**src/verilog/rsgtd_pkg.sv**
```systemverilog
// Shared constants and types for the ringing shaper and trip detector.
`default_nettype none
package rsgtd_pkg;
  // Sample datapath width; full scale 2^15 equals 96 V peak.
  localparam int unsigned SAMPLE_W = 16;
  localparam logic signed [SAMPLE_W-1:0] FULL_SCALE_POS = 16'sh7fff;
  localparam logic signed [SAMPLE_W-1:0] FULL_SCALE_NEG = -16'sh7fff;
  // Ringing code of the line state field.
  localparam int unsigned LINE_STATE_W = 3;
  localparam logic [LINE_STATE_W-1:0] LINE_STATE_RINGING = 3'h4;
  // Field widths.
  localparam int unsigned HEADROOM_W = 4;
  localparam int unsigned BATTERY_W = 6;
  localparam int unsigned FILTER_COEFF_W = 13;
  localparam int unsigned THRESHOLD_W = 6;
  localparam int unsigned DEBOUNCE_W = 7;
  // Threshold sits in the top bits of the filtered magnitude.
  localparam int unsigned THRESHOLD_LSB = 9;
  // Sample strobe rate derived from the 50 MHz clock.
  localparam int unsigned CLK_HZ = 50000000;
  localparam int unsigned SAMPLE_HZ = 8000;
  localparam int unsigned SAMPLE_DIV = CLK_HZ / SAMPLE_HZ;
  // Boost pulse after leaving ringing, in samples.
  localparam int unsigned BOOST_SAMPLES = 16;
  // Ramp direction of the trapezoid.
  typedef enum logic {RSGTD_RISE, RSGTD_FALL} rsgtd_dir_t;
endpackage
`default_nettype wire

```
**src/verilog/rsgtd_top.sv**
```systemverilog
// Ringing waveform shaper and ring trip detection top level.
// How it works
// [RULE1] Half-period counts 8 kHz samples; amplitude full scale 2^15 is 96 V peak.
// [RULE2] Each sample the ramp step is added or subtracted from the waveform.
// [RULE3] Waveform clamps at plus/minus amplitude; direction flips when half-period expires.
// [RULE4] Wave select one gives trapezoid, zero gives the sinusoidal input.
// [RULE5] Dc offset is added only while offset enable is set.
// [RULE6] Software codes offset as volts divided by 96 times 2^15.
// [RULE7] Common-mode level during ringing is (battery minus headroom) halved.
// [RULE8] Headroom is a 4-bit field of 1.5 V per step.
// [RULE9] Boost enable raises current limit briefly when ringing ends into dc feed.
// [RULE10] Trip detection runs only while the line state shows ringing.
// [RULE11] Loop current passes a low-pass filter with a 13-bit coefficient.
// [RULE12] Filtered current compared with a 6-bit threshold gives one bit.
// [RULE13] Debounce changes output only after a full interval of opposite input.
// [RULE14] A satisfied debounce sets the read-only trip status bit.
// [RULE15] Valid trip sets pending flag; interrupt raised only when enabled.
// [RULE16] Software picks filter, threshold and debounce per ringing frequency.
// [RULE17] Detector advances per sample strobe; count clears when comparator agrees.
// [RULE18] Line state code 100 enters ringing and starts the first ring.
// [RULE19] Active timer ends ring; inactive timer restarts it while enabled and ringing.
`timescale 1ns/1ps
`default_nettype none
module rsgtd_top #(
  parameter int unsigned SAMPLE_DIV_P = rsgtd_pkg::SAMPLE_DIV
) (
  input wire logic ref_clk,
  input wire logic nrst,
  input wire logic [rsgtd_pkg::LINE_STATE_W-1:0] line_state_field,
  input wire logic wave_shape_select,
  input wire logic ring_offset_enable,
  input wire logic [rsgtd_pkg::SAMPLE_W-1:0] ring_amplitude,
  input wire logic [rsgtd_pkg::SAMPLE_W-1:0] ring_phase_or_half_period,
  input wire logic [rsgtd_pkg::SAMPLE_W-1:0] ring_freq_or_ramp_step,
  input wire logic signed [rsgtd_pkg::SAMPLE_W-1:0] ring_dc_offset,
  input wire logic signed [rsgtd_pkg::SAMPLE_W-1:0] sine_sample,
  input wire logic [rsgtd_pkg::HEADROOM_W-1:0] ring_headroom,
  input wire logic [rsgtd_pkg::BATTERY_W-1:0] high_battery_setting,
  input wire logic transition_current_boost_en,
  input wire logic ring_on_timer_en,
  input wire logic ring_off_timer_en,
  input wire logic [rsgtd_pkg::SAMPLE_W-1:0] ring_on_timer,
  input wire logic [rsgtd_pkg::SAMPLE_W-1:0] ring_off_timer,
  input wire logic signed [rsgtd_pkg::SAMPLE_W-1:0] loop_current_sample,
  input wire logic [rsgtd_pkg::FILTER_COEFF_W-1:0] trip_filter_coeff,
  input wire logic [rsgtd_pkg::THRESHOLD_W-1:0] trip_threshold,
  input wire logic [rsgtd_pkg::DEBOUNCE_W-1:0] trip_debounce_interval,
  input wire logic trip_irq_enable,
  input wire logic trip_irq_clear,
  output logic signed [rsgtd_pkg::SAMPLE_W-1:0] ring_wave_out,
  output logic ring_active,
  output logic [rsgtd_pkg::BATTERY_W-1:0] ring_common_mode_level,
  output logic current_boost,
  output logic trip_detected_status,
  output logic trip_irq_pending,
  output logic trip_irq
);
  import rsgtd_pkg::*;

  logic [$clog2(SAMPLE_DIV_P)-1:0] div_q;
  logic sample_en;
  logic ringing;
  logic ringing_q;
  logic [SAMPLE_W-1:0] cad_q;
  logic [SAMPLE_W-1:0] half_q;
  rsgtd_dir_t dir_q;
  logic signed [SAMPLE_W+1:0] wave_next;
  logic signed [SAMPLE_W+1:0] amp_ext;
  logic signed [SAMPLE_W-1:0] trap_q;
  logic signed [SAMPLE_W:0] sum;
  logic [BATTERY_W+1:0] cm_sum;
  logic [$clog2(BOOST_SAMPLES+1)-1:0] boost_q;
  logic trip_out;
  logic trip_event;

  // The 8 kHz strobe; one clock, the strobe is an enable pulse.
  always_ff @(posedge ref_clk or negedge nrst) begin
    if (!nrst) begin
      div_q <= '0;
    end else if (div_q == ($clog2(SAMPLE_DIV_P))'(SAMPLE_DIV_P - 1)) begin
      div_q <= '0;
    end else begin
      div_q <= div_q + 1'b1;
    end
  end
  assign sample_en = (div_q == ($clog2(SAMPLE_DIV_P))'(SAMPLE_DIV_P - 1));

  assign ringing = (line_state_field == LINE_STATE_RINGING); // RULE18

  // Cadence: count on samples, then off samples, while both timers enabled.
  // With a timer disabled the ring stays on for as long as the state holds.
  always_ff @(posedge ref_clk or negedge nrst) begin
    if (!nrst) begin
      ringing_q <= 1'b0;
      ring_active <= 1'b0;
      cad_q <= '0;
    end else begin
      ringing_q <= ringing;
      if (!ringing) begin
        ring_active <= 1'b0;
        cad_q <= '0;
      end else if (!ringing_q) begin
        ring_active <= 1'b1; // RULE18
        cad_q <= '0;
      end else if (sample_en && ring_on_timer_en && ring_off_timer_en) begin
        if (ring_active && cad_q + 1'b1 >= ring_on_timer) begin
          ring_active <= 1'b0; // RULE19
          cad_q <= '0;
        end else if (!ring_active && cad_q + 1'b1 >= ring_off_timer) begin
          ring_active <= 1'b1; // RULE19
          cad_q <= '0;
        end else begin
          cad_q <= cad_q + 1'b1;
        end
      end
    end
  end

  // Trapezoid: ramp by the step each sample, clamp at the amplitude,
  // reverse when the half-period count runs out. Restarts from zero.
  assign amp_ext = $signed({2'b00, ring_amplitude});
  assign wave_next = (dir_q == RSGTD_RISE) ?
                     (SAMPLE_W+2)'(trap_q) + $signed({2'b00, ring_freq_or_ramp_step}) :
                     (SAMPLE_W+2)'(trap_q) - $signed({2'b00, ring_freq_or_ramp_step}); // RULE2
  always_ff @(posedge ref_clk or negedge nrst) begin
    if (!nrst) begin
      trap_q <= '0;
      half_q <= '0;
      dir_q <= RSGTD_RISE;
    end else if (!ring_active) begin
      trap_q <= '0; // RULE3
      half_q <= '0;
      dir_q <= RSGTD_RISE;
    end else if (sample_en) begin
      if (wave_next > amp_ext) begin
        trap_q <= SAMPLE_W'(amp_ext); // RULE3
      end else if (wave_next < -amp_ext) begin
        trap_q <= SAMPLE_W'(-amp_ext); // RULE3
      end else begin
        trap_q <= SAMPLE_W'(wave_next);
      end
      if (half_q + 1'b1 >= ring_phase_or_half_period) begin
        half_q <= '0; // RULE1
        dir_q <= (dir_q == RSGTD_RISE) ? RSGTD_FALL : RSGTD_RISE; // RULE3
      end else begin
        half_q <= half_q + 1'b1;
      end
    end
  end

  // Shape select and offset, saturated to full scale; the offset code is
  // trusted to follow the 96 V scaling software applies.
  assign sum = (wave_shape_select ? (SAMPLE_W+1)'(trap_q) : (SAMPLE_W+1)'(sine_sample)) +
               (ring_offset_enable ? (SAMPLE_W+1)'(ring_dc_offset) : '0); // RULE4 RULE5 RULE6
  always_ff @(posedge ref_clk or negedge nrst) begin
    if (!nrst) begin
      ring_wave_out <= '0;
    end else if (!ring_active) begin
      ring_wave_out <= '0;
    end else if (sum > (SAMPLE_W+1)'(FULL_SCALE_POS)) begin
      ring_wave_out <= FULL_SCALE_POS;
    end else if (sum < (SAMPLE_W+1)'(FULL_SCALE_NEG)) begin
      ring_wave_out <= FULL_SCALE_NEG;
    end else begin
      ring_wave_out <= SAMPLE_W'(sum);
    end
  end

  // Common mode in 1.5 V battery units: battery is 1.5 V/step too, so
  // headroom subtracts directly; floors at zero rather than wrapping.
  assign cm_sum = (high_battery_setting > BATTERY_W'(ring_headroom)) ?
                  (BATTERY_W+2)'(high_battery_setting - BATTERY_W'(ring_headroom)) : '0; // RULE8
  always_ff @(posedge ref_clk or negedge nrst) begin
    if (!nrst) begin
      ring_common_mode_level <= '0;
    end else if (ringing) begin
      ring_common_mode_level <= BATTERY_W'(cm_sum >> 1); // RULE7
    end
  end

  // Short current-limit boost when ringing gives way to dc feed.
  always_ff @(posedge ref_clk or negedge nrst) begin
    if (!nrst) begin
      boost_q <= '0;
    end else if (ringing_q && !ringing && transition_current_boost_en) begin
      boost_q <= ($clog2(BOOST_SAMPLES+1))'(BOOST_SAMPLES); // RULE9
    end else if (sample_en && boost_q != '0) begin
      boost_q <= boost_q - 1'b1;
    end
  end
  assign current_boost = (boost_q != '0);

  rsgtd_trip_det u_trip (
    .ref_clk(ref_clk),
    .nrst(nrst),
    .sample_en(sample_en), // RULE17
    .ringing(ringing), // RULE10
    .loop_current_sample(loop_current_sample), // RULE11
    .trip_filter_coeff(trip_filter_coeff), // RULE16
    .trip_threshold(trip_threshold), // RULE12
    .trip_debounce_interval(trip_debounce_interval), // RULE13
    .trip_out(trip_out),
    .trip_event(trip_event)
  );

  assign trip_detected_status = trip_out; // RULE14

  // Pending flag: a new trip wins over a clear in the same cycle.
  always_ff @(posedge ref_clk or negedge nrst) begin
    if (!nrst) begin
      trip_irq_pending <= 1'b0;
    end else if (trip_event) begin
      trip_irq_pending <= 1'b1; // RULE15
    end else if (trip_irq_clear) begin
      trip_irq_pending <= 1'b0;
    end
  end
  assign trip_irq = trip_irq_pending & trip_irq_enable; // RULE15
endmodule
`default_nettype wire

```
**src/verilog/rsgtd_trip_det.sv**
```systemverilog
// Ring trip detector: low-pass filter, threshold compare and debounce.
`timescale 1ns/1ps
`default_nettype none
module rsgtd_trip_det (
  input wire logic ref_clk,
  input wire logic nrst,
  input wire logic sample_en,
  input wire logic ringing,
  input wire logic signed [rsgtd_pkg::SAMPLE_W-1:0] loop_current_sample,
  input wire logic [rsgtd_pkg::FILTER_COEFF_W-1:0] trip_filter_coeff,
  input wire logic [rsgtd_pkg::THRESHOLD_W-1:0] trip_threshold,
  input wire logic [rsgtd_pkg::DEBOUNCE_W-1:0] trip_debounce_interval,
  output logic trip_out,
  output logic trip_event
);
  import rsgtd_pkg::*;

  logic signed [SAMPLE_W-1:0] filt_q;
  logic [SAMPLE_W-1:0] mag;
  logic signed [SAMPLE_W+FILTER_COEFF_W:0] prod;
  logic cmp;
  logic [DEBOUNCE_W-1:0] cnt_q;
  logic step;

  // Only samples taken during ringing feed the detector.
  assign step = sample_en & ringing;

  // First-order low-pass: y += coeff * (x - y) / 2^13.
  assign prod = $signed({1'b0, trip_filter_coeff}) *
                (SAMPLE_W+1)'(loop_current_sample - filt_q);
  always_ff @(posedge ref_clk or negedge nrst) begin
    if (!nrst) begin
      filt_q <= '0;
    end else if (step) begin
      filt_q <= filt_q + SAMPLE_W'(prod >>> FILTER_COEFF_W); // RULE11
    end
  end

  // Compare the magnitude's top bits against the threshold.
  assign mag = filt_q[SAMPLE_W-1] ? SAMPLE_W'(-filt_q) : filt_q;
  assign cmp = mag[SAMPLE_W-1:THRESHOLD_LSB] >= {1'b0, trip_threshold}; // RULE12

  // Debounce: output flips only after a full interval of disagreement.
  always_ff @(posedge ref_clk or negedge nrst) begin
    if (!nrst) begin
      cnt_q <= '0;
      trip_out <= 1'b0;
      trip_event <= 1'b0;
    end else begin
      trip_event <= 1'b0;
      if (!ringing) begin
        cnt_q <= '0;
        trip_out <= 1'b0;
      end else if (step) begin
        if (cmp == trip_out) begin
          cnt_q <= '0; // RULE17
        end else if (cnt_q + 1'b1 >= trip_debounce_interval) begin
          cnt_q <= '0;
          trip_out <= cmp; // RULE13
          trip_event <= cmp;
        end else begin
          cnt_q <= cnt_q + 1'b1;
        end
      end
    end
  end
endmodule
`default_nettype wire

```
**config.mk**
```make
export PLATFORM = sky130hd
export DESIGN_NAME = rsgtd_top
export DESIGN_NICKNAME = d
export VERILOG_FILES = /design/src/verilog/rsgtd_pkg.sv /design/src/verilog/rsgtd_top.sv /design/src/verilog/rsgtd_trip_det.sv
export SDC_FILE = /design/constraint.sdc
export NUM_CORES = 1
export LEC_CHECK = 0
export BUFFER_PORTS_ARGS = -buffer_cell sky130_fd_sc_hd__buf_2
export CAP_MARGIN = 25
export CORE_AREA = 4 4 253 206
export DETAILED_ROUTE_END_ITERATION = 12
export DIE_AREA = 0 0 257 210
export GPL_TIMING_DRIVEN = 0
export SLEW_MARGIN = 20
export SYNTH_ARGS = -nofsm -noshare
export SYNTH_HDL_FRONTEND = slang
export SYNTH_HIERARCHICAL = 1
export SYNTH_SLANG_ARGS = --single-unit
```
**constraint.sdc**
```tcl
create_clock -name ref_clk -period 10.1 [get_ports ref_clk]
set_clock_uncertainty 0.05 [all_clocks]
set_input_delay 1.01 -clock ref_clk [delete_from_list [all_inputs] [get_ports ref_clk]]
set_output_delay 1.01 -clock ref_clk [all_outputs]
set_load 0.01 [all_outputs]
```
; After elaboration in Yosys (flattened, before gate mapping)
; Index checks and enable logic that the tools add are counted.
[totals]
register_bits = 117
latch_bits = 0
ramBits = 0
romBits = 0
output_inout_bits = 27
elab_cells = 112
n_memories = 0
[op_classes]
n_addsub = 13
multipliers = 1
n_div = 0
n_lt_le_gt_ge = 10
n_eq_ne = 10
n_shift = 0
muxes = 46
bitwise_logic = 2
n_reduce_logical = 15
[op_table]
columns = operator, count
row1 = 16-bit two-way mux, 16
row2 = 16-bit >= comparator, 3
row3 = 7-bit two-way mux, 5
row4 = 17-bit two-way mux, 2
row5 = "16-bit by 1-bit adder with 16-bit output, second input constant", 2
row6 = 14-bit by 17-bit multiplier with 29-bit output, 1
row7 = 1-bit two-way mux, 19
row8 = 16-bit by 17-bit adder with 18-bit output, 1
row9 = 18-bit by 17-bit > comparator with 1-bit output, 1
row10 = 18-bit less-than comparator, 1
row11 = 18-bit two-way mux, 1
row12 = 16-bit negator with 18-bit output, 1
row13 = 16-bit by 17-bit subtractor with 18-bit output, 1
row14 = 17-bit adder, 1
row15 = "17-bit by 16-bit > comparator with 1-bit output, second input constant", 1
row16 = "17-bit by 16-bit less-than comparator with 1-bit output, second input constant", 1
row17 = 16-bit by 16-bit subtractor with 17-bit output, 1
row18 = 16-bit adder, 1
row19 = 16-bit negator, 1
row20 = "13-bit by 1-bit adder with 13-bit output, second input constant", 1
row21 = "13-bit == test, second input constant", 1
row22 = 13-bit two-way mux, 1
row23 = 5-bit two-way mux, 2
row24 = "2-bit by 1-bit inequality test with 1-bit output, second input constant", 4
row25 = other kinds (18), 28

; Logic depth before layout (Yosys ltp)
; Gate-level depths: netlist (run 1).
[logic_depth]
ltp_word = 8
ltp_mapped = 46
ltp_nobuf = 45

; Cells and area by module
; The synthesis (run 1) kept the hierarchy.
[modules_own_cells]
columns = mod, instances, cells_each, area_per_inst_um2
row1 = rsgtd_trip_det, 1, 1196, 10517.6
row2 = rsgtd_top, 1, 1075, 9115.0

; Worst setup path before layout (run 1)
; Ideal clock, no wire load.
[synth_timing]
path_kind = input -> register
startpoint = in loop_current_sample[1] (netlist name)
endpoint = reg u_trip.filt_q[15]
setup_time_ns = 0.124
arrival_time_ns = 9.444
path_slack_ns = 0.483
cell_stages = 42
n_path_buf = 1
path_cell_list = ha_1 nor2b_1 o21ai_0 a21boi_0 o21ai_0 a21boi_1 o21a_1 o21a_1 or4_1 nand3_1 buf_4 nand2_1 fa_1 fa_1 inv_1 fa_1 inv_1 fa_1 (+6 left out) o21ai_0 a21oi_1 o21ai_2 a21oi_1 inv_1 a21oi_1 xnor2_1 ha_1 a21o_1 nor3_1 nand4_1 nand2_1 o211ai_1 o211ai_1 xnor3_1 xnor2_1 nor2_2 xnor2_1
[synth_between]
elab_chain_cells = 3
[synth_lines]
columns = item, line
row1 = "start, declared", rsgtd_top.sv:44  ; input wire logic signed [rsgtd_pkg::SAMPLE_W-1:0] loop_current_sample,
row2 = 16-bit by 16-bit subtractor with 17-bit output, rsgtd_trip_det.sv:30  ; (SAMPLE_W+1)'(loop_current_sample - filt_q);
row3 = 14-bit by 17-bit multiplier with 29-bit output, rsgtd_trip_det.sv:29  ; assign prod = $signed({1'b0, trip_filter_coeff}) *
row4 = 16-bit adder, rsgtd_trip_det.sv:35  ; filt_q <= filt_q + SAMPLE_W'(prod >>> FILTER_COEFF_W);
row5 = "end signal, assigned", rsgtd_trip_det.sv:35
row6 = "end, declared", rsgtd_trip_det.sv:18  ; logic signed [SAMPLE_W-1:0] filt_q;
; No other way between the ends.
; A chain may end at the register's enable or synchronous reset.

; Final worst setup path (run 1)
[layout_timing]
startpoint = in loop_current_sample[1] (netlist name)
endpoint = reg u_trip.filt_q[14]
; The elaborated chain is that of the path after synthesis.

==> results of run 1 <==
[synth_stat cells, types with 4 or more instances]
cell type / instances
sky130_fd_sc_hd__inv_1: 377
sky130_fd_sc_hd__ha_1: 241
sky130_fd_sc_hd__nand2_1: 232
sky130_fd_sc_hd__fa_1: 207
sky130_fd_sc_hd__dfrtp_1: 117
sky130_fd_sc_hd__xnor2_1: 112
sky130_fd_sc_hd__nor2_1: 110
sky130_fd_sc_hd__and2_1: 101
sky130_fd_sc_hd__a21oi_1: 89
sky130_fd_sc_hd__nand3_1: 74
sky130_fd_sc_hd__o21ai_0: 65
sky130_fd_sc_hd__a21o_1: 54
sky130_fd_sc_hd__clkbuf_1: 51
sky130_fd_sc_hd__xor2_1: 48
sky130_fd_sc_hd__nor2b_1: 38
sky130_fd_sc_hd__nor3_1: 27
sky130_fd_sc_hd__and3_1: 25
sky130_fd_sc_hd__nand2b_1: 22
sky130_fd_sc_hd__a32o_1: 20
sky130_fd_sc_hd__mux2_2: 20
sky130_fd_sc_hd__nand4_1: 20
sky130_fd_sc_hd__o21ai_1: 14
sky130_fd_sc_hd__a31oi_1: 13
sky130_fd_sc_hd__a211oi_1: 10
sky130_fd_sc_hd__o21bai_1: 10
sky130_fd_sc_hd__nor4_1: 9
sky130_fd_sc_hd__o211ai_1: 9
sky130_fd_sc_hd__o21a_1: 9
sky130_fd_sc_hd__a22o_1: 8
sky130_fd_sc_hd__or3_1: 8
sky130_fd_sc_hd__a222oi_1: 7
sky130_fd_sc_hd__a211o_1: 6
sky130_fd_sc_hd__buf_2: 6
sky130_fd_sc_hd__o31ai_1: 6
sky130_fd_sc_hd__a21oi_2: 5
sky130_fd_sc_hd__and2b_1: 5
sky130_fd_sc_hd__a2111oi_0: 4
sky130_fd_sc_hd__a32oi_1: 4
sky130_fd_sc_hd__nor4b_1: 4
[power by group through the flow]
stage	Combinational, mW	Clock [mW]	Sequential (mW)
6_report	7.27	0.586	0.486
5_1_grt	8.30	0.625	0.486
4_1_cts	6.62	0.604	0.485
3_5_place_dp	6.51	0	0.493
3_3_place_gp	6.35	0	0.494
2_1_floorplan	5.30	0	0.496
[layer usage]
| metal | track usage | vias up | routed length (um) |
|---|---|---|---|
| li1 | - | 7971 | - |
| met1 | 0.303 | 8090 | 26600 |
| met2 | 0.306 | 483 | 23700 |
| met3 | 0.0390 | 77 | 3670 |
| met4 | 0.0587 | 6 | 1500 |
| met5 | 0 | - | 39 |
[area by class of cell]
| type | count | area, um^2 |
|---|---|---|
| multi-input cells | 1713 | 15300 |
| inverters | 380 | 1430 |
| well taps | 675 | 845 |
| flip-flops and latches | 117 | 2930 |
| clock inverters | 8 | 77.6 |
| repair buffers | 221 | 1210 |
| plain buffers | 61 | 287 |
| clock buffers | 22 | 474 |
| fillers | 4857 | 26900 |
[state kept, by name, indices dropped and copies added (netlist names), 5 cells and up]
| register | flops |
|---|---|
| u_trip/filt_q | 16 |
| ring_common_mode_level | 6 |
| boost_q | 5 |
| cad_q | 16 |
| trap_q | 16 |
| half_q | 16 |
| u_trip/cnt_q | 7 |
| ring_wave_out | 16 |
| div_q | 13 |
[logic make-up (layout without fill, tap and decap cells)]
kind of cell	after synthesis	count (layout)	synth area share
AOI/OAI and AO/OA	373	373	0.132
xor gates and xnor gates	165	165	0.0758
adders and majority gates	449	449	0.365
buffers and inverters	441	692	0.0853
DFF	117	117	0.149
muxes	24	24	0.0136
and+or+nand+nor	702	702	0.178
[worst paths after layout]
check                                            start           endpoint  slack, ns  cells after the start
worst max-delay path            loop_current_sample[1]  u_trip/filt_q[14]       0.32                     40
worst min-delay path                 u_trip/trip_event   trip_irq_pending       0.39                      1
worst max register to register        u_trip/filt_q[1]  u_trip/filt_q[14]       0.42                     40
worst min register to register       u_trip/trip_event   trip_irq_pending       0.39                      1
max in group asynchronous                         nrst         boost_q[2]       8.86                      2
min in group asynchronous                         nrst   ring_wave_out[3]       0.40                      1
[stage by stage]
step           cell area, um^2  hold WS, ns  setup TNS, ns
3_3_place_gp             21500        0.402          -3.41
4_1_cts                  22200        0.389              0
5_1_grt                  22500        0.417        -0.0663
2_1_floorplan            19600        0.354              0
6_report                 22500        0.393              0
3_5_place_dp             21500        0.387          -3.80
[timing repair]
action	4_1_cts	5_1_grt
hold endpoints to repair	0	0
pin swaps	1	35
setup buffers	2	18
endpoints found under the setup margin	5	6
gates resized for setup	24	60
cloned	0	1
hold buffers	0	0
==> out/results.md, run 1 <==
Run status
• **status** complete, no violations

STA
• **Final Slew Violations** 0
• **number of endpoints failing setup at the final stage** 0
• **Tmin final** 9.78 ns
• **fin worst setup slack** 0.320 ns
• **Worst Max-Slew Pin Slew** 0.925 ns
• **Tcrit/Tclk final** 0.968
• **relative slew slack** 0.380
• **final hold vios** 0
• **maximum clock frequency** 102 MHz

Synth
• **number of synthesized flops with an enable pin** 0
• **register area share after synthesis** 0.149
• **Yosys top cell area share** 0.211
• **library cell occupying the most area in the post-synthesis netlist** sky130_fd_sc_hd__fa_1
• **post-synthesis net count** 2895
• **share of async-settable or async-resettable flops after synthesis** 1.00
• **number of warnings printed during yosys synthesis** 6
• **area of the mapped netlist** 19600 um^2
• **count of cell types in the netlist** 90
• **Post-Synthesis Mean Instance Area** 8.64 um^2
• **synthesis-stage register bit count** 117
• **most instantiated flip-flop cell in the synthesis netlist** sky130_fd_sc_hd__dfrtp_1
• **Gate Count Post-Synth** 2271
• **leading cell types by total area after synthesis** sky130_fd_sc_hd__fa_1, sky130_fd_sc_hd__ha_1, sky130_fd_sc_hd__dfrtp_1

Layout
• **Layout Utilization** 0.456
• **share of post-route cells with drive strength above 1** 0.146
• **highest-count cells in the layout ignoring fill and taps** sky130_fd_sc_hd__inv_1, sky130_fd_sc_hd__ha_1, sky130_fd_sc_hd__nand2_1, sky130_fd_sc_hd__buf_2, sky130_fd_sc_hd__fa_1
• **Layout Nets** 3135
• **post-synthesis to final-layout area growth** 14.8%
• **post-route insts no fill** 3197
• **most common cell after layout, fill and taps aside** sky130_fd_sc_hd__inv_1
• **final antenna diode count** 0

Drt
• **Antenna Nets Post-Route** 0
• **initial detailed-routing violation count** 1086
• **Residual DRC** 0
• **average routed wire per standard cell** 17.4 um
• **per-cell via count in the routed design** 5.20
• **Vias** 16600
• **Final Routed Wirelength** 55.6 mm
• **drt pass-1 iters** 5

Run
• **maxcap violations** 0

Global routing
• **GRT Util Overall** 0.205
• **first-pass GRT wire length** 89.3 mm
• **vias in the first global route** 16700
• **initial antenna violation count** 3
• **pin count of the biggest net entering global routing** 80
• **grt total ovfl** 0

Power and ir drop
• **leakage** 11.7 nW
• **portion of total power attributed to combinational logic** 0.872
• **Max IR drop VDD** 0.709 mV
• **proportion of power drawn by flip-flops and latches** 0.058
• **switching pwr** 4.19 mW
• **Int Pwr** 4.15 mW
• **overall power after layout** 8.34 mW
• **power density relative to cell area** 370 nW/um^2
• **clock share of power** 0.070
• **switching power as a share of total power** 0.502

Clock tree
• **clock latency of the later-clocked register in the worst-skew pair** 0.44 ns
• **total number of clock tree sinks** 117
• **clock root cell** sky130_fd_sc_hd__clkbuf_16
• **total CTS buffers** 17
• **level count of the clock H-tree** 4
• **buffers from clock root to sink, at most** 2
• **clock tree from TritonCTS** done
• **CTS clock-pin slew for the worst setup and hold paths** 0.06 ns

Placed design
• **pre-CTS worst setup slack** -0.943 ns
• **gpl congestion** 0.960
• **DPL Wire Length** 46.5 mm
• **instance count after placement with tap cells included** 3145
• **IO Port Bufs** 198

Critical path
• **cell repeated most along the worst path** sky130_fd_sc_hd__fa_1
• **largest fanout on the critical path** 10
• **kind of start point of the critical path** input pin
• **Arr. time, crit path** 10.03 ns
• **crit path kind** in2reg
• **Crit-path slowest cell** sky130_fd_sc_hd__fa_1
• **required arrival time at the worst endpoint** 10.35 ns
• **nature of the critical path endpoint** flip-flop
• **buffering stage count on the worst path with inverters included** 5
• **Slowest Stage Delay on Critical Path** 0.56 ns
• **delay-heaviest family, CP** adder cells

Die
• **Row Count** 73
• **overall die width** 257 um
• **count of pins on the block boundary** 203
• **area of the placeable core** 49400 um^2
• **area enclosed by the die boundary** 54000 um^2
• **starting density of the core** 0.397
• **overall die height** 210 um

Worst hold path
• **Min-Delay Path Class** reg2reg

No activity file was read; power rests on OpenSTA's default activity.
==> run 2: changes to the inputs <==
Settings changed: CORE_AREA 4 4 253 206 to 4 4 227 185, DIE_AREA 0 0 257 210 to 0 0 231 189, PLACE_DENSITY set to 0.69, REMOVE_ABC_BUFFERS set to 1.
==> run 2 against run 1 <==
- sequential power is essentially flat
- cell count shrank 5.3%
- cell area shrank 0.33%
- critical endpoint is now u_trip/filt_q[15]
- largest power group unchanged
==> out/results.md, run 2 (same netlist as run 1, synthesis figures left out) <==
Run status
• **status** complete, no violations, unchanged

STA
• **fin worst setup slack** 0.241 ns, was 0.320 ns
• **maximum clock frequency** 101 MHz, was 102 MHz
• **Tmin final** 9.86 ns, was 9.78 ns
• **Final Slew Violations** 0, unchanged
• **number of endpoints failing setup at the final stage** 0, unchanged
• **Worst Max-Slew Pin Slew** 0.919 ns, was 0.925 ns
• **hold_ws** 0.415 ns, was 0.393 ns
• **final hold vios** 0, unchanged
• **relative slew slack** 0.386, was 0.380
• **Tcrit/Tclk final** 0.976, was 0.968

Global routing
• **vias in the first global route** 16900, was 16700
• **pin count of the biggest net entering global routing** 62, was 80
• **grt total ovfl** 0, unchanged
• **GRT Util Overall** 0.233, was 0.205
• **initial antenna violation count** 3, unchanged
• **first-pass GRT wire length** 83.6 mm, was 89.3 mm

Drt
• **Vias** 16700, was 16600
• **per-cell via count in the routed design** 5.50, was 5.20
• **drt pass-1 iters** 5, unchanged
• **average routed wire per standard cell** 16.9 um, was 17.4 um
• **Met1 Wirelength** 23.1 mm, was 26.6 mm
• **Antenna Nets Post-Route** 0, unchanged
• **met2 wire len** 23.9 mm, was 23.7 mm
• **DR WL met3** 2.54 mm, was 3.67 mm
• **initial detailed-routing violation count** 1018, was 1086
• **Top Layer Used** met5, unchanged
• **Final Routed Wirelength** 51.2 mm, was 55.6 mm
• **Residual DRC** 0, unchanged

Placed design
• **instance count after placement with tap cells included** 2963, was 3145
• **pre-CTS worst setup slack** -1.09 ns, was -0.943 ns
• **DPL Wire Length** 41.2 mm, was 46.5 mm
• **IO Port Bufs** 202, was 198
• **gpl congestion** 0.928, was 0.960
• **DP Area** 21300 um^2, was 21500 um^2

Power and ir drop
• **clock share of power** 0.070, about the same
• **power density relative to cell area** 371 nW/um^2, was 370 nW/um^2
• **Int Pwr** 4.18 mW, was 4.15 mW
• **leakage** 11.8 nW, was 11.7 nW
• **switching pwr** 4.15 mW, was 4.19 mW
• **proportion of power drawn by flip-flops and latches** 0.058, about the same
• **switching power as a share of total power** 0.499, was 0.502
• **portion of total power attributed to combinational logic** 0.872, about the same
• **Max IR drop VDD** 0.560 mV, was 0.709 mV
• **overall power after layout** 8.33 mW, was 8.34 mW

Clock tree
• **clock tree from TritonCTS** done, unchanged
• **total number of clock tree sinks** 117, unchanged
• **CTS clock-pin slew for the worst setup and hold paths** 0.06 ns, about the same
• **total CTS buffers** 17, unchanged
• **buffers from clock root to sink, at most** 2, unchanged
• **clock latency of the later-clocked register in the worst-skew pair** 0.42 ns, was 0.44 ns
• **hold_buf cts** 0, unchanged
• **level count of the clock H-tree** 4, unchanged
• **clock root cell** sky130_fd_sc_hd__clkbuf_16, unchanged

Critical path
• **Crit-path slowest cell** sky130_fd_sc_hd__fa_1, unchanged
• **buffering stage count on the worst path with inverters included** 8, was 5
• **end of the worst register-to-register path** u_trip/filt_q[15], was u_trip/filt_q[14]
• **delay-heaviest family, CP** adder cells, unchanged
• **critical path depth** 41, was 40
• **Arr. time, crit path** 10.11 ns, was 10.03 ns
• **slack of the worst reg-to-reg path** 0.38 ns, was 0.42 ns
• **crit path kind** in2reg, unchanged
• **largest fanout on the critical path** 5, was 10
• **kind of start point of the critical path** input pin, unchanged
• **cell repeated most along the worst path** sky130_fd_sc_hd__fa_1, unchanged
• **Slowest Stage Delay on Critical Path** 0.54 ns, was 0.56 ns
• **worst reg2reg startpoint** u_trip/filt_q[10], was u_trip/filt_q[1]
• **required arrival time at the worst endpoint** 10.35 ns, about the same
• **path depth of the worst reg2reg path** 41, was 40
• **nature of the critical path endpoint** flip-flop, unchanged
• **critical path capture point** u_trip/filt_q[15], was u_trip/filt_q[14]
• **launch point of the worst path** loop_current_sample[8], was loop_current_sample[1]

Run
• **maxcap violations** 0, unchanged

Die
• **overall die height** 189 um, was 210 um
• **area enclosed by the die boundary** 43700 um^2, was 54000 um^2
• **starting density of the core** 0.491, was 0.397
• **overall die width** 231 um, was 257 um
• **Row Count** 66, was 73
• **area of the placeable core** 40000 um^2, was 49400 um^2
• **count of pins on the block boundary** 203, unchanged

Layout
• **share of post-route cells with drive strength above 1** 0.158, was 0.146
• **post-synthesis to final-layout area growth** 14.4%, was 14.8%
• **post-route insts no fill** 3029, was 3197
• **most common cell after layout, fill and taps aside** sky130_fd_sc_hd__inv_1, unchanged
• **Finished Cell Area** 22500 um^2, about the same
• **highest-count cells in the layout ignoring fill and taps** sky130_fd_sc_hd__inv_1, sky130_fd_sc_hd__ha_1, sky130_fd_sc_hd__nand2_1, sky130_fd_sc_hd__fa_1, sky130_fd_sc_hd__buf_2, was sky130_fd_sc_hd__inv_1, sky130_fd_sc_hd__ha_1, sky130_fd_sc_hd__nand2_1, sky130_fd_sc_hd__buf_2, sky130_fd_sc_hd__fa_1
• **Layout Nets** 3094, was 3135

Worst hold path
• **Min-Delay Path Class** reg2reg, unchanged

[run 2: changes by cell type in the layout (fill, tap and decap cells not counted), sizes merged]
cell,previous run,this run
buf,237,241
clkbuf,67,21
clkinvlp,3,2
clkinv,5,6
inv,379,382
diode,0,2
[run 2: worst min path at each step]
stage	from	to	slack, ns	cells after the start
global route	u_trip/trip_event	trip_irq_pending	0.44	1
finish	u_trip/trip_event	trip_irq_pending	0.42	1
global placement	u_trip/trip_event	trip_irq_pending	0.40	1
detailed placement	u_trip/trip_event	trip_irq_pending	0.41	1
CTS	u_trip/trip_event	trip_irq_pending	0.42	1
floorplan	u_trip/trip_event	trip_irq_pending	0.35	1
[run 2: per-layer routing]
| metal | vias to the layer above | global-route usage |
|---|---|---|
| li1 | 7904 | - |
| met1 | 8168 | 0.320 |
| met2 | 474 | 0.378 |
| met3 | 101 | 0.0347 |
| met4 | 4 | 0.0802 |
| met5 | - | 0 |
[run 2: cell type report]
cell class	count	area [um^2]
fillers	3675	17500
multi-input cells	1713	15500
flip-flops and latches	117	2930
inverters	380	1430
repair buffers	241	1380
well taps	544	681
clock buffers	21	460
clock inverters	11	100
diodes	2	5.00
[run 2: power groups by stage]
stage / Sequential [mW] / Clock (mW) / Combinational [mW]
finish: 0.485 / 0.581 / 7.26
global route: 0.486 / 0.615 / 8.22
CTS: 0.486 / 0.596 / 6.66
detailed placement: 0.494 / 0 / 6.46
global placement: 0.494 / 0 / 6.26
floorplan: 0.497 / 0 / 5.29
[run 2: timing repair]
| action | in CTS | in global routing |
|---|---|---|
| pin swaps | 5 | 47 |
| resized for setup | 23 | 44 |
| buffers inserted | 8 | 23 |
| endpoints found under the hold margin | 0 | 0 |
| endpoints found under the setup margin | 6 | 6 |
[run 2: metrics by stage]
| stage | util | TNS, ns |
|---|---|---|
| after CTS | 0.551 | 0 |
| final | 0.562 | 0 |
| after global routing | 0.562 | -0.172 |
| after detailed placement | 0.532 | -4.72 |
| after global placement | 0.527 | -5.15 |
| after floorplan | - | 0 |
